File: src/sadc_pkg.sv
package sadc_pkg;
  // ****************
  // Sizes and timing
  // ****************
  localparam int RES_W = 12;
  localparam int NIB_W = 4;
  localparam int CLK_PERIOD_NS = 25;
  localparam int CONV_TYP_NS = 2470;
  localparam int CONV_MAX_NS = 2700;
  localparam int CONV_TYP_CYC = CONV_TYP_NS / CLK_PERIOD_NS;
  localparam int STEP_CYC = CONV_TYP_CYC / RES_W;
  localparam int BUSY_LEAD_NS = 25;
  localparam int BUSY_LEAD_RAW = (BUSY_LEAD_NS + CLK_PERIOD_NS - 1) / CLK_PERIOD_NS;
  localparam int BUSY_LEAD_CYC = (BUSY_LEAD_RAW < 1) ? 1 : BUSY_LEAD_RAW;
  localparam int LEAD_W = 4;
  localparam int FIFO_DEPTH = 8;
  // ****************
  // Reset values
  // ****************
  localparam logic [RES_W-1:0] WORD_RST = 12'h000;
  localparam logic [NIB_W-1:0] NIB_ZERO = 4'h0;
  localparam logic [LEAD_W-1:0] LEAD_RST = 4'h0;
  // ****************
  // Types
  // ****************
  typedef enum {ST_IDLE, ST_CONV, ST_LOAD, ST_SETTLE} sadc_state_t;
  typedef struct packed {
    logic dev_select_n;
    logic rd_conv;
    logic upper_byte_select;
  } sadc_ctl_t;
  typedef struct packed {
    logic [RES_W-1:0] data;
    logic [RES_W-1:0] oe;
  } sadc_bus_t;
endpackage

File: src/sadc_ctrl.sv
`timescale 1ns/1ps
module sadc_ctrl #(
  parameter int RES_W = sadc_pkg::RES_W,
  parameter int STEP_CYC = sadc_pkg::STEP_CYC,
  parameter int FIFO_DEPTH = sadc_pkg::FIFO_DEPTH
) (
  // Clock and reset
  input wire logic clock_in,
  input wire logic rst_n_in,
  // Control pins
  input wire sadc_pkg::sadc_ctl_t ctl_in,
  // Analog side
  input wire logic comp_in,
  output logic hold_out,
  output logic [RES_W-1:0] dac_code_out,
  // Status and data pins
  output logic busy_n_out,
  output sadc_pkg::sadc_bus_t port_out,
  // Result stream
  output logic res_valid_out,
  input wire logic res_ready_in,
  output logic [RES_W-1:0] res_data_out
);
  import sadc_pkg::*;

  // ****************
  // State
  // ****************
  sadc_state_t state_reg;
  sadc_state_t state_next;
  logic strobe_prev_reg;
  logic busy_n_reg;
  logic hold_reg;
  logic [RES_W-1:0] latch_reg;
  logic [LEAD_W-1:0] lead_reg;
  logic [LEAD_W-1:0] lead_next;
  sadc_bus_t port_reg;
  sadc_bus_t port_next;
  logic [RES_W-1:0] sar_result;
  logic sar_done;
  logic fifo_ready;

  // ****************
  // Decode
  // ****************
  wire strobe_fall = strobe_prev_reg && !ctl_in.rd_conv;
  wire selected = !ctl_in.dev_select_n;
  wire start_ok = strobe_fall && selected && !ctl_in.upper_byte_select && busy_n_reg;
  wire read_en = ctl_in.rd_conv && busy_n_reg && selected;
  wire load_go = (state_reg == ST_LOAD) && fifo_ready;
  wire lead_done = (lead_reg == LEAD_W'(BUSY_LEAD_CYC - 1));
  // Upper byte: MSB nibble on both nibbles, middle lanes low
  wire [RES_W-1:0] upper_word = {latch_reg[RES_W-1 -: NIB_W], NIB_ZERO, latch_reg[RES_W-1 -: NIB_W]};
  wire [RES_W-1:0] pin_word = ctl_in.upper_byte_select ? upper_word : latch_reg;
  wire conv_next = (state_next == ST_CONV);

  // ****************
  // Sequencer
  // ****************
  // A full result FIFO stretches busy; a slow stream consumer costs throughput
  always_comb begin
    state_next = state_reg;
    lead_next = lead_reg;
    case (state_reg)
      ST_IDLE: begin
        lead_next = LEAD_RST;
        if (start_ok) begin
          state_next = ST_CONV;
        end
      end
      ST_CONV: begin
        if (sar_done) begin
          state_next = ST_LOAD;
        end
      end
      ST_LOAD: begin
        if (fifo_ready) begin
          state_next = ST_SETTLE;
        end
      end
      ST_SETTLE: begin
        lead_next = lead_reg + LEAD_W'(1);
        if (lead_done) begin
          state_next = ST_IDLE;
        end
      end
      default: begin
        state_next = ST_IDLE;
      end
    endcase
  end

  always_comb begin
    port_next.data = pin_word;
    port_next.oe = {RES_W{read_en}};
  end

  always_ff @(posedge clock_in or negedge rst_n_in) begin
    if (!rst_n_in) begin
      state_reg <= ST_IDLE;
      lead_reg <= LEAD_RST;
      strobe_prev_reg <= 1'b0;
      busy_n_reg <= 1'b1;
      hold_reg <= 1'b0;
    end else begin
      state_reg <= state_next;
      lead_reg <= lead_next;
      strobe_prev_reg <= ctl_in.rd_conv;
      busy_n_reg <= (state_next == ST_IDLE);
      hold_reg <= conv_next;
    end
  end

  always_ff @(posedge clock_in or negedge rst_n_in) begin
    if (!rst_n_in) begin
      latch_reg <= WORD_RST;
      port_reg <= '0;
    end else begin
      port_reg <= port_next;
      if (load_go) begin
        latch_reg <= sar_result;
      end
    end
  end

  assign busy_n_out = busy_n_reg;
  assign hold_out = hold_reg;
  assign port_out = port_reg;

  // ****************
  // Converter core and result buffer
  // ****************
  sadc_sar #(
    .WIDTH(RES_W),
    .STEP_CYC(STEP_CYC)
  ) u_sar (
    .clock_in(clock_in),
    .rst_n_in(rst_n_in),
    .start_in(start_ok),
    .comp_in(comp_in),
    .trial_out(dac_code_out),
    .result_out(sar_result),
    .done_out(sar_done)
  );

  sadc_fifo #(
    .WIDTH(RES_W),
    .DEPTH(FIFO_DEPTH)
  ) u_fifo (
    .clock_in(clock_in),
    .rst_n_in(rst_n_in),
    .in_valid_in(state_reg == ST_LOAD),
    .in_ready_out(fifo_ready),
    .in_data_in(sar_result),
    .out_valid_out(res_valid_out),
    .out_ready_in(res_ready_in),
    .out_data_out(res_data_out)
  );

  // ****************
  // Check helpers
  // ****************
  // Busy-low length, frozen while a full FIFO stalls the load
  localparam int CONV_MAX_CYC = CONV_MAX_NS / CLK_PERIOD_NS;
  localparam int CONV_MIN_CYC = RES_W * STEP_CYC;
  localparam int CNT_W = $clog2(CONV_MAX_CYC + 1);
  logic [CNT_W-1:0] busy_cnt_reg;
  wire stall = (state_reg == ST_LOAD) && !fifo_ready;
  wire [CNT_W-1:0] busy_cnt_next = busy_n_reg ? '0 : (stall ? busy_cnt_reg : busy_cnt_reg + CNT_W'(1));

  always_ff @(posedge clock_in or negedge rst_n_in) begin
    if (!rst_n_in) begin
      busy_cnt_reg <= '0;
    end else begin
      busy_cnt_reg <= busy_cnt_next;
    end
  end
endmodule

File: src/sadc_fifo.sv
`timescale 1ns/1ps
module sadc_fifo #(
  parameter int WIDTH = 12,
  parameter int DEPTH = 8
) (
  // Clock and reset
  input wire logic clock_in,
  input wire logic rst_n_in,
  // Fill side
  input wire logic in_valid_in,
  output logic in_ready_out,
  input wire logic [WIDTH-1:0] in_data_in,
  // Drain side
  output logic out_valid_out,
  input wire logic out_ready_in,
  output logic [WIDTH-1:0] out_data_out
);
  localparam int AW = $clog2(DEPTH);
  logic [WIDTH-1:0] mem [DEPTH];
  logic [AW:0] wr_reg;
  logic [AW:0] rd_reg;
  wire full = (wr_reg[AW] != rd_reg[AW]) && (wr_reg[AW-1:0] == rd_reg[AW-1:0]);
  wire empty = (wr_reg == rd_reg);
  wire push = in_valid_in && !full;
  wire pop = out_ready_in && !empty;
  assign in_ready_out = !full;
  assign out_valid_out = !empty;
  assign out_data_out = mem[rd_reg[AW-1:0]];
  // ****************
  // Storage
  // ****************
  always_ff @(posedge clock_in) begin
    if (push) begin
      mem[wr_reg[AW-1:0]] <= in_data_in;
    end
  end
  always_ff @(posedge clock_in or negedge rst_n_in) begin
    if (!rst_n_in) begin
      wr_reg <= '0;
      rd_reg <= '0;
    end else begin
      wr_reg <= wr_reg + (AW+1)'(push);
      rd_reg <= rd_reg + (AW+1)'(pop);
    end
  end
endmodule

File: src/sadc_sar.sv
`timescale 1ns/1ps
module sadc_sar #(
  parameter int WIDTH = 12,
  parameter int STEP_CYC = 8
) (
  // Clock and reset
  input wire logic clock_in,
  input wire logic rst_n_in,
  // Control
  input wire logic start_in,
  input wire logic comp_in,
  // Results
  output logic [WIDTH-1:0] trial_out,
  output logic [WIDTH-1:0] result_out,
  output logic done_out
);
  localparam int BW = $clog2(WIDTH);
  localparam int SW = $clog2(STEP_CYC + 1);
  localparam logic [WIDTH-1:0] ONE = WIDTH'(1);
  logic run_reg;
  logic done_reg;
  logic [BW-1:0] bit_reg;
  logic [SW-1:0] step_reg;
  logic [WIDTH-1:0] trial_reg;
  logic [WIDTH-1:0] result_reg;
  // Comparator high keeps the trial bit, giving offset binary
  wire [WIDTH-1:0] mask = ONE << bit_reg;
  wire [WIDTH-1:0] decided = comp_in ? trial_reg : (trial_reg & ~mask);
  wire step_last = (step_reg == SW'(STEP_CYC - 1));
  wire bit_last = (bit_reg == '0);
  assign trial_out = trial_reg;
  assign result_out = result_reg;
  assign done_out = done_reg;
  // ****************
  // Bit decisions
  // ****************
  always_ff @(posedge clock_in or negedge rst_n_in) begin
    if (!rst_n_in) begin
      run_reg <= 1'b0;
      done_reg <= 1'b0;
      bit_reg <= '0;
      step_reg <= '0;
      trial_reg <= '0;
      result_reg <= '0;
    end else begin
      done_reg <= 1'b0;
      if (start_in && !run_reg) begin
        run_reg <= 1'b1;
        bit_reg <= BW'(WIDTH - 1);
        step_reg <= '0;
        trial_reg <= ONE << (WIDTH - 1);
      end else if (run_reg) begin
        step_reg <= step_last ? '0 : step_reg + SW'(1);
        if (step_last) begin
          trial_reg <= decided | (mask >> 1);
          bit_reg <= bit_reg - BW'(1);
          if (bit_last) begin
            run_reg <= 1'b0;
            done_reg <= 1'b1;
            result_reg <= decided;
          end
        end
      end
    end
  end
endmodule

File: config.mk
export PLATFORM = sky130hd
export DESIGN_NAME = sadc_ctrl
export DESIGN_NICKNAME = d
export VERILOG_FILES = /design/src/sadc_pkg.sv /design/src/sadc_ctrl.sv /design/src/sadc_fifo.sv /design/src/sadc_sar.sv
export SDC_FILE = /design/constraint.sdc
export NUM_CORES = 1
export LEC_CHECK = 0
export BUFFER_PORTS_ARGS = -buffer_cell sky130_fd_sc_hd__buf_2
export CAP_MARGIN = 20
export CORE_MARGIN = 1
export CORE_UTILIZATION = 32
export CTS_CLUSTER_SIZE = 28
export DETAILED_ROUTE_END_ITERATION = 8
export GPL_TIMING_DRIVEN = 0
export PLACE_DENSITY_LB_ADDON = 0.15
export SYNTH_ARGS = -nofsm -noshare
export SYNTH_HDL_FRONTEND = slang
export SYNTH_HIERARCHICAL = 1
export SYNTH_SLANG_ARGS = --single-unit
File: constraint.sdc
create_clock -name clock_in -period 4.75 [get_ports clock_in]
set_input_delay 1.425 -clock clock_in [delete_from_list [all_inputs] [get_ports clock_in]]
set_output_delay 1.425 -clock clock_in [all_outputs]
set_load 0.05 [all_outputs]
==> results of run 1 <==
-- synth_stat cells, types with 4 or more instances --
| cell type | number |
|---|---|
| buf_2 | 5 |
| o211ai_1 | 4 |
| nor2b_1 | 9 |
| xnor2_1 | 6 |
| inv_1 | 16 |
| mux2_4 | 10 |
| a21oi_1 | 31 |
| and3b_1 | 6 |
| buf_4 | 12 |
| nand3_1 | 8 |
| nor2_1 | 10 |
| nand2b_1 | 7 |
| clkbuf_1 | 9 |
| nor4_2 | 7 |
| and3_1 | 6 |
| o21ai_0 | 18 |
| mux2i_1 | 10 |
| buf_6 | 6 |
| edfxtp_1 | 96 |
| ha_1 | 12 |
| mux4_1 | 21 |
| dfrtp_1 | 105 |
| nand2_1 | 19 |
| nor3_1 | 4 |
| mux2_2 | 20 |
-- per-stage QoR --
stage	setup slack, ps	cells	hold WS, ps
3_3_place_gp	1090	917	392
6_report	839	958	412
2_1_floorplan	1770	531	365
4_1_cts	729	958	413
5_1_grt	653	958	429
3_5_place_dp	1270	918	395
-- power groups by stage --
| stage | logic, uW | registers (uW) | clock network, uW |
|---|---|---|---|
| 3_5_place_dp | 658 | 2080 | 0 |
| 6_report | 655 | 2040 | 1750 |
| 5_1_grt | 711 | 2060 | 1880 |
| 3_3_place_gp | 642 | 2070 | 0 |
| 4_1_cts | 658 | 2040 | 1820 |
| 2_1_floorplan | 298 | 2230 | 0 |
-- cell usage in the layout, fill, tap and decap left out, types with 3 or more instances in the layout --
master	count
dfrtp_1	105
edfxtp_1	96
buf_2	60
a21oi_1	31
conb_1	30
clkbuf_16	25
mux4_1	21
mux2_2	20
nand2_1	19
o21ai_0	18
inv_1	16
clkbuf_1	15
buf_4	13
ha_1	12
nor2_1	10
mux2_4	10
mux2i_1	10
nor2b_1	9
nand3_1	8
nor4_2	7
nand2b_1	7
buf_6	6
and3b_1	6
clkbuf_8	6
xnor2_1	6
and3_1	6
nor3_1	4
o211ai_1	4
nand4b_1	3
o31ai_1	3
o21a_1	3
mux4_2	3
-- cells by family after synthesis --
logic type,synth area share
compound gates,0.0488
xor+xnor,0.00856
fa+ha+maj,0.0184
buf+inv,0.0343
flops,0.677
mux,0.134
other cells,0.000458
simple gates,0.0791
-- worst paths after layout --
| kind | end | cells after the start | slack (ps) | start |
|---|---|---|---|---|
| worst max-delay path | res_data_out[0] | 5 | 840 | u_fifo/rd_reg[2] |
| min in group asynchronous | u_sar/trial_out[7] | 1 | 880 | rst_n_in |
| worst max register to register | u_fifo/mem[0][10] | 7 | 1810 | state_reg[5] |
| worst min register to register | port_out[22] | 0 | 410 | latch_reg[10] |
| worst min-delay path | port_out[22] | 0 | 410 | latch_reg[10] |
| max in group asynchronous | busy_n_out | 2 | 3140 | rst_n_in |
-- routing by layer --
layer,wire [um],up-vias,GRT usage,share of wire
met5,0,-,0,0
met4,388,0,0.0382,0.024
met3,615,33,0.0227,0.038
met2,8090,85,0.222,0.50
met1,6950,2208,0.161,0.43
li1,-,2075,-,-
-- final cells by class --
type / count / share of cell area
inverters: 16 / 0.00614
plain buffers: 33 / 0.0225
repair buffers: 57 / 0.0317
well taps: 330 / 0.0422
multi-input cells: 280 / 0.253
clock buffers: 37 / 0.0747
flip-flops and latches: 202 / 0.566
clock inverters: 3 / 0.00447
==> results.json, run 1 <==
{
  "outcome": "finished, final reports clean",
  "nets": 631,
  "tritoncts": "yes",
  "clock_latency_ps": 500,
  "p_sw_uw": 1220,
  "slew_headroom": 0.482,
  "postCtsSetupBuffers": 0,
  "wire_per_inst_um": 16.7,
  "crit_buf_inv": 3,
  "htreeDepth": 1,
  "fin_crit_sh": 0.823,
  "fillers": 2406,
  "antenna_left": 0,
  "cp_slowest_stage_delay_ps": 500,
  "start_util": 0.326,
  "cp_slowest_cell": "clkbuf_1",
  "tns_ps": 0,
  "yosysSeqAreaShare": 0.677,
  "fp.coreArea_mm2": 0.0251,
  "cp.required_ps": 3320,
  "syn_avg_cell_area_um2": 16.3,
  "setup_viol": 0,
  "placed_cell_area_mm2": 0.00901,
  "drive_above_1_share": 0.260,
  "die_area_mm2": 0.0262,
  "numCtsBuffers": 22,
  "viasPerCell": 4.59,
  "io_buffers": 56,
  "finClkSkew_ps": 15.9,
  "clkPwrFrac": 0.393,
  "die_h_um": 162,
  "multi_input_area_mm2": 0.00247,
  "worstPathArrival_ps": 2490,
  "critPathKind": "register to output pin",
  "cts_buffer_depth": 3,
  "crit_path_frequent_cell": "buf_2",
  "p_int_uw": 3230,
  "grt_use_total": 0.127,
  "fmax_ghz": 0.256,
  "antenna_cells": 0,
  "synthFlopType": "dfrtp_1",
  "clk_pin_slew_ps": 60,
  "hold_buffers": 0,
  "cts.sinks": 202,
  "power.density_mw_per_mm2": 454,
  "synth.top_cell.area_share": 0.352,
  "slew_viol_final": 0,
  "grt_remaining_overflow": 0,
  "critPathLaunchType": "register",
  "routabilityCongestion": 0.822,
  "regArea_mm2": 0.00554,
  "drc_errors": 0,
  "min_path_type": "register to register",
  "post-route-cell-area_mm2": 0.00979,
  "switching_share": 0.275,
  "ys_top_cells_by_area": "edfxtp_1, dfrtp_1, mux4_1, mux2_2, a21oi_1",
  "worst_path_dominant_cell_family": "buffers and inverters",
  "yosys_register_bits": 202,
  "grt_pass1_vias": 4614,
  "die_x_um": 162,
  "cts_resized": 0,
  "netlist_area_mm2": 0.00818,
  "power_uw": 4450,
  "synthCells": 502,
  "ios": 58,
  "leakage_uw": 0.00443,
  "utilization": 0.390,
  "yosysUniqueCellTypes": 54,
  "dr.pass1.iters": 4,
  "crit_path_cell_trace": "buf_2 -> clkbuf_1 -> mux4_2 -> mux2_2 -> buf_2",
  "combPwrFrac": 0.147,
  "vias": 4401,
  "synthArstFlopShare": 0.525,
  "antenna_found_initial": 0,
  "yosys.area.top_type": "edfxtp_1",
  "synth-edff-count": 96,
  "rsz0062_at_grt": "false",
  "worst_pin_slew_ps": 777,
  "drt-initial-drc-count": 157,
  "hold_viol": 0,
  "period_minus_slack_ps": 3910,
  "routed_wl_mm": 16.0,
  "grt_pass1_wl_mm": 25.6,
  "peakVddDrop_v": 0.000342,
  "power_frac_seq": 0.460,
  "drv_cap": 0,
  "synthToLayoutAreaGrowth_pct": 19.6,
  "endpoint_kind": "output pin",
  "yosys_warnings": 6,
  "critical_path.max_fanout": 10,
  "largest_reg_flops": 96,
  "clockRootBuffer": "clkbuf_16",
  "grt_max_degree": 73,
  "num_rows": 58,
  "dp_hpwl_mm": 10.6
}
No activity file was read; power rests on OpenSTA's default activity.
==> run 2, diff against run 1 <==
==> constraint.sdc (replaced) <==
create_clock -name clock_in -period 3.4 [get_ports clock_in]
set_input_delay 1.02 -clock clock_in [delete_from_list [all_inputs] [get_ports clock_in]]
set_output_delay 1.02 -clock clock_in [all_outputs]
set_load 0.05 [all_outputs]
==> run 2 against run 1 <==
Compared with the run above: critical endpoint is now res_data_out[2]; sequential power grew 40%; clock-buffer cell count is the same; register-to-register slack lost 1400 ps; hold slack is the same; critical path type unchanged; power grew 40%; largest cell class unchanged; setup slack lost 780 ps; sequential share of layout area is essentially flat; first-iteration DRC count is the same.
==> results.json, run 2 (same netlist as run 1, synthesis figures left out) <==
{
  "critPathKind": "register to output pin",
  "worstPathArrival_ps": 2320,
  "fin_crit_sh": 0.982,
  "setup_viol": 0,
  "grt_pass1_wl_mm": 25.6,
  "r2r-start": "state_reg[5]",
  "hold_slack_ps": 412,
  "grt_most_used_layer": "met2",
  "final_common_cell": "dfrtp_1",
  "cts.sinks": 202,
  "htreeDepth": 1,
  "clockRootBuffer": "clkbuf_16",
  "slew_headroom": 0.482,
  "dr.pass1.iters": 4,
  "clock_latency_ps": 500,
  "grt_use_met2": 0.222,
  "grt_max_degree": 73,
  "postCtsSetupBuffers": 0,
  "routabilityCongestion": 0.822,
  "rsz0062_at_grt": "true",
  "reg2reg_depth": 7,
  "mostFrequentLayoutCells": "dfrtp_1, edfxtp_1, buf_2",
  "numCtsBuffers": 22,
  "io_buffers": 56,
  "worst_pin_slew_ps": 777,
  "grt_pass1_vias": 4614,
  "endpoint_kind": "output pin",
  "synthToLayoutAreaGrowth_pct": 19.7,
  "drc_errors": 0,
  "min_path_cells": 0,
  "dp_hpwl_mm": 10.6,
  "fillers": 2406,
  "slew_viol_final": 0,
  "worstSetupStartpoint": "u_fifo/rd_reg[0]",
  "clk_pin_slew_ps": 60,
  "antenna_found_initial": 0,
  "leakage_uw": 0.00444,
  "num_rows": 58,
  "utilization": 0.390,
  "antenna_left": 0,
  "min_path_type": "register to register",
  "fp.coreArea_mm2": 0.0251,
  "regToRegSetupSlack_ps": 460,
  "critPathLaunchType": "register",
  "hold_path_startpoint": "latch_reg[10]",
  "largest_reg_flops": 96,
  "hold_viol": 0,
  "critical_path.max_fanout": 10,
  "worstHoldEndpoint": "port_out[22]",
  "die_h_um": 162,
  "vias": 4400,
  "routed_wl_mm": 16.1,
  "power.density_mw_per_mm2": 635,
  "fin_cells": 958,
  "die_x_um": 162,
  "antenna_cells": 0,
  "nets": 631,
  "fmax_ghz": 0.300,
  "cts_buffer_depth": 3,
  "placed_cells": 918,
  "period_minus_slack_ps": 3340,
  "ios": 58,
  "start_util": 0.326,
  "peakVddDrop_v": 0.000478,
  "cp.required_ps": 2380,
  "drive_above_1_share": 0.264,
  "outcome": "finished, final reports clean",
  "drt-initial-drc-count": 157,
  "viasPerCell": 4.59,
  "use_met1": 0.161,
  "grtUsageMet3": 0.0227,
  "drv_cap": 0,
  "tritoncts": "yes",
  "grt_use_total": 0.127,
  "wire_per_inst_um": 16.8,
  "finClkSkew_ps": 16.0,
  "die_area_mm2": 0.0262,
  "reg2reg_to": "u_fifo/mem[0][10]",
  "grt_remaining_overflow": 0
}
## run 2: cell types whose count changed in the layout (fill, tap and decap cells not counted)
cell / before / now
clkbuf_2: 0 / 1
buf_1: 1 / 0
buf_2: 60 / 62
clkbuf_1: 15 / 13
## run 2: where the power goes
part           leakage (uW)  total (uW)  internal (uW)  switching [uW]
Clock              0.000380        2440           1540             905
Sequential          0.00243        2860           2710             149
Combinational       0.00163         916            263             653
Total               0.00444        6210           4510            1710
## run 2: worst max-delay path by stage
stage,to,depth (start not counted),slack [ps]
final,res_data_out[2],5,60
after global routing,res_data_out[2],5,-20
after CTS,res_data_out[2],5,0.4
after detailed placement,res_data_out[7],5,330
after global placement,u_fifo/rd_reg[2],1,140
after floorplan,res_data_out[1],4,830
## run 2: repair_timing
item	CTS	global route
hold buffers	0	0
setup endpoints to repair	12	7
resized for setup	3	1
## run 2: layout make-up
cell class	instances	area, um2	share of cell area
buffer	33	224	0.0229
clock buffer	37	731	0.0746
clock inverter	3	43.8	0.00447
timing repair buffer	57	310	0.0317
tap	330	413	0.0422
multi-input combinational	280	2470	0.253
inverter	16	60.1	0.00613
sequential	202	5540	0.565
## run 2: per-stage QoR
stage / area (um2) / setup TNS, ps / power [uW] / worst slack, ps
final: 9790 / 0 / 6210 / 61.6
after global routing: 9790 / -49.0 / 6490 / -15.5
after CTS: 9790 / 0 / 6310 / 0.396
after detailed placement: 9010 / 0 / 3820 / 330
after global placement: 8980 / 0 / 3790 / 142
after floorplan: 8290 / 0 / 3530 / 829
## run 2: critical path, stage by stage (launching register included)
cell,delay (ps)
dfrtp_1,370
buf_6,170
buf_6,200
mux4_1,560
mux2_2,300
buf_2,220
## run 2: metal layers
layer | vias to the layer above | share of wire | wire length (um)
met5 | - | 0 | 0
met1 | 2216 | 0.43 | 6980
met3 | 31 | 0.036 | 582
li1 | 2074 | - | -
met4 | 0 | 0.023 | 374
met2 | 79 | 0.51 | 8110
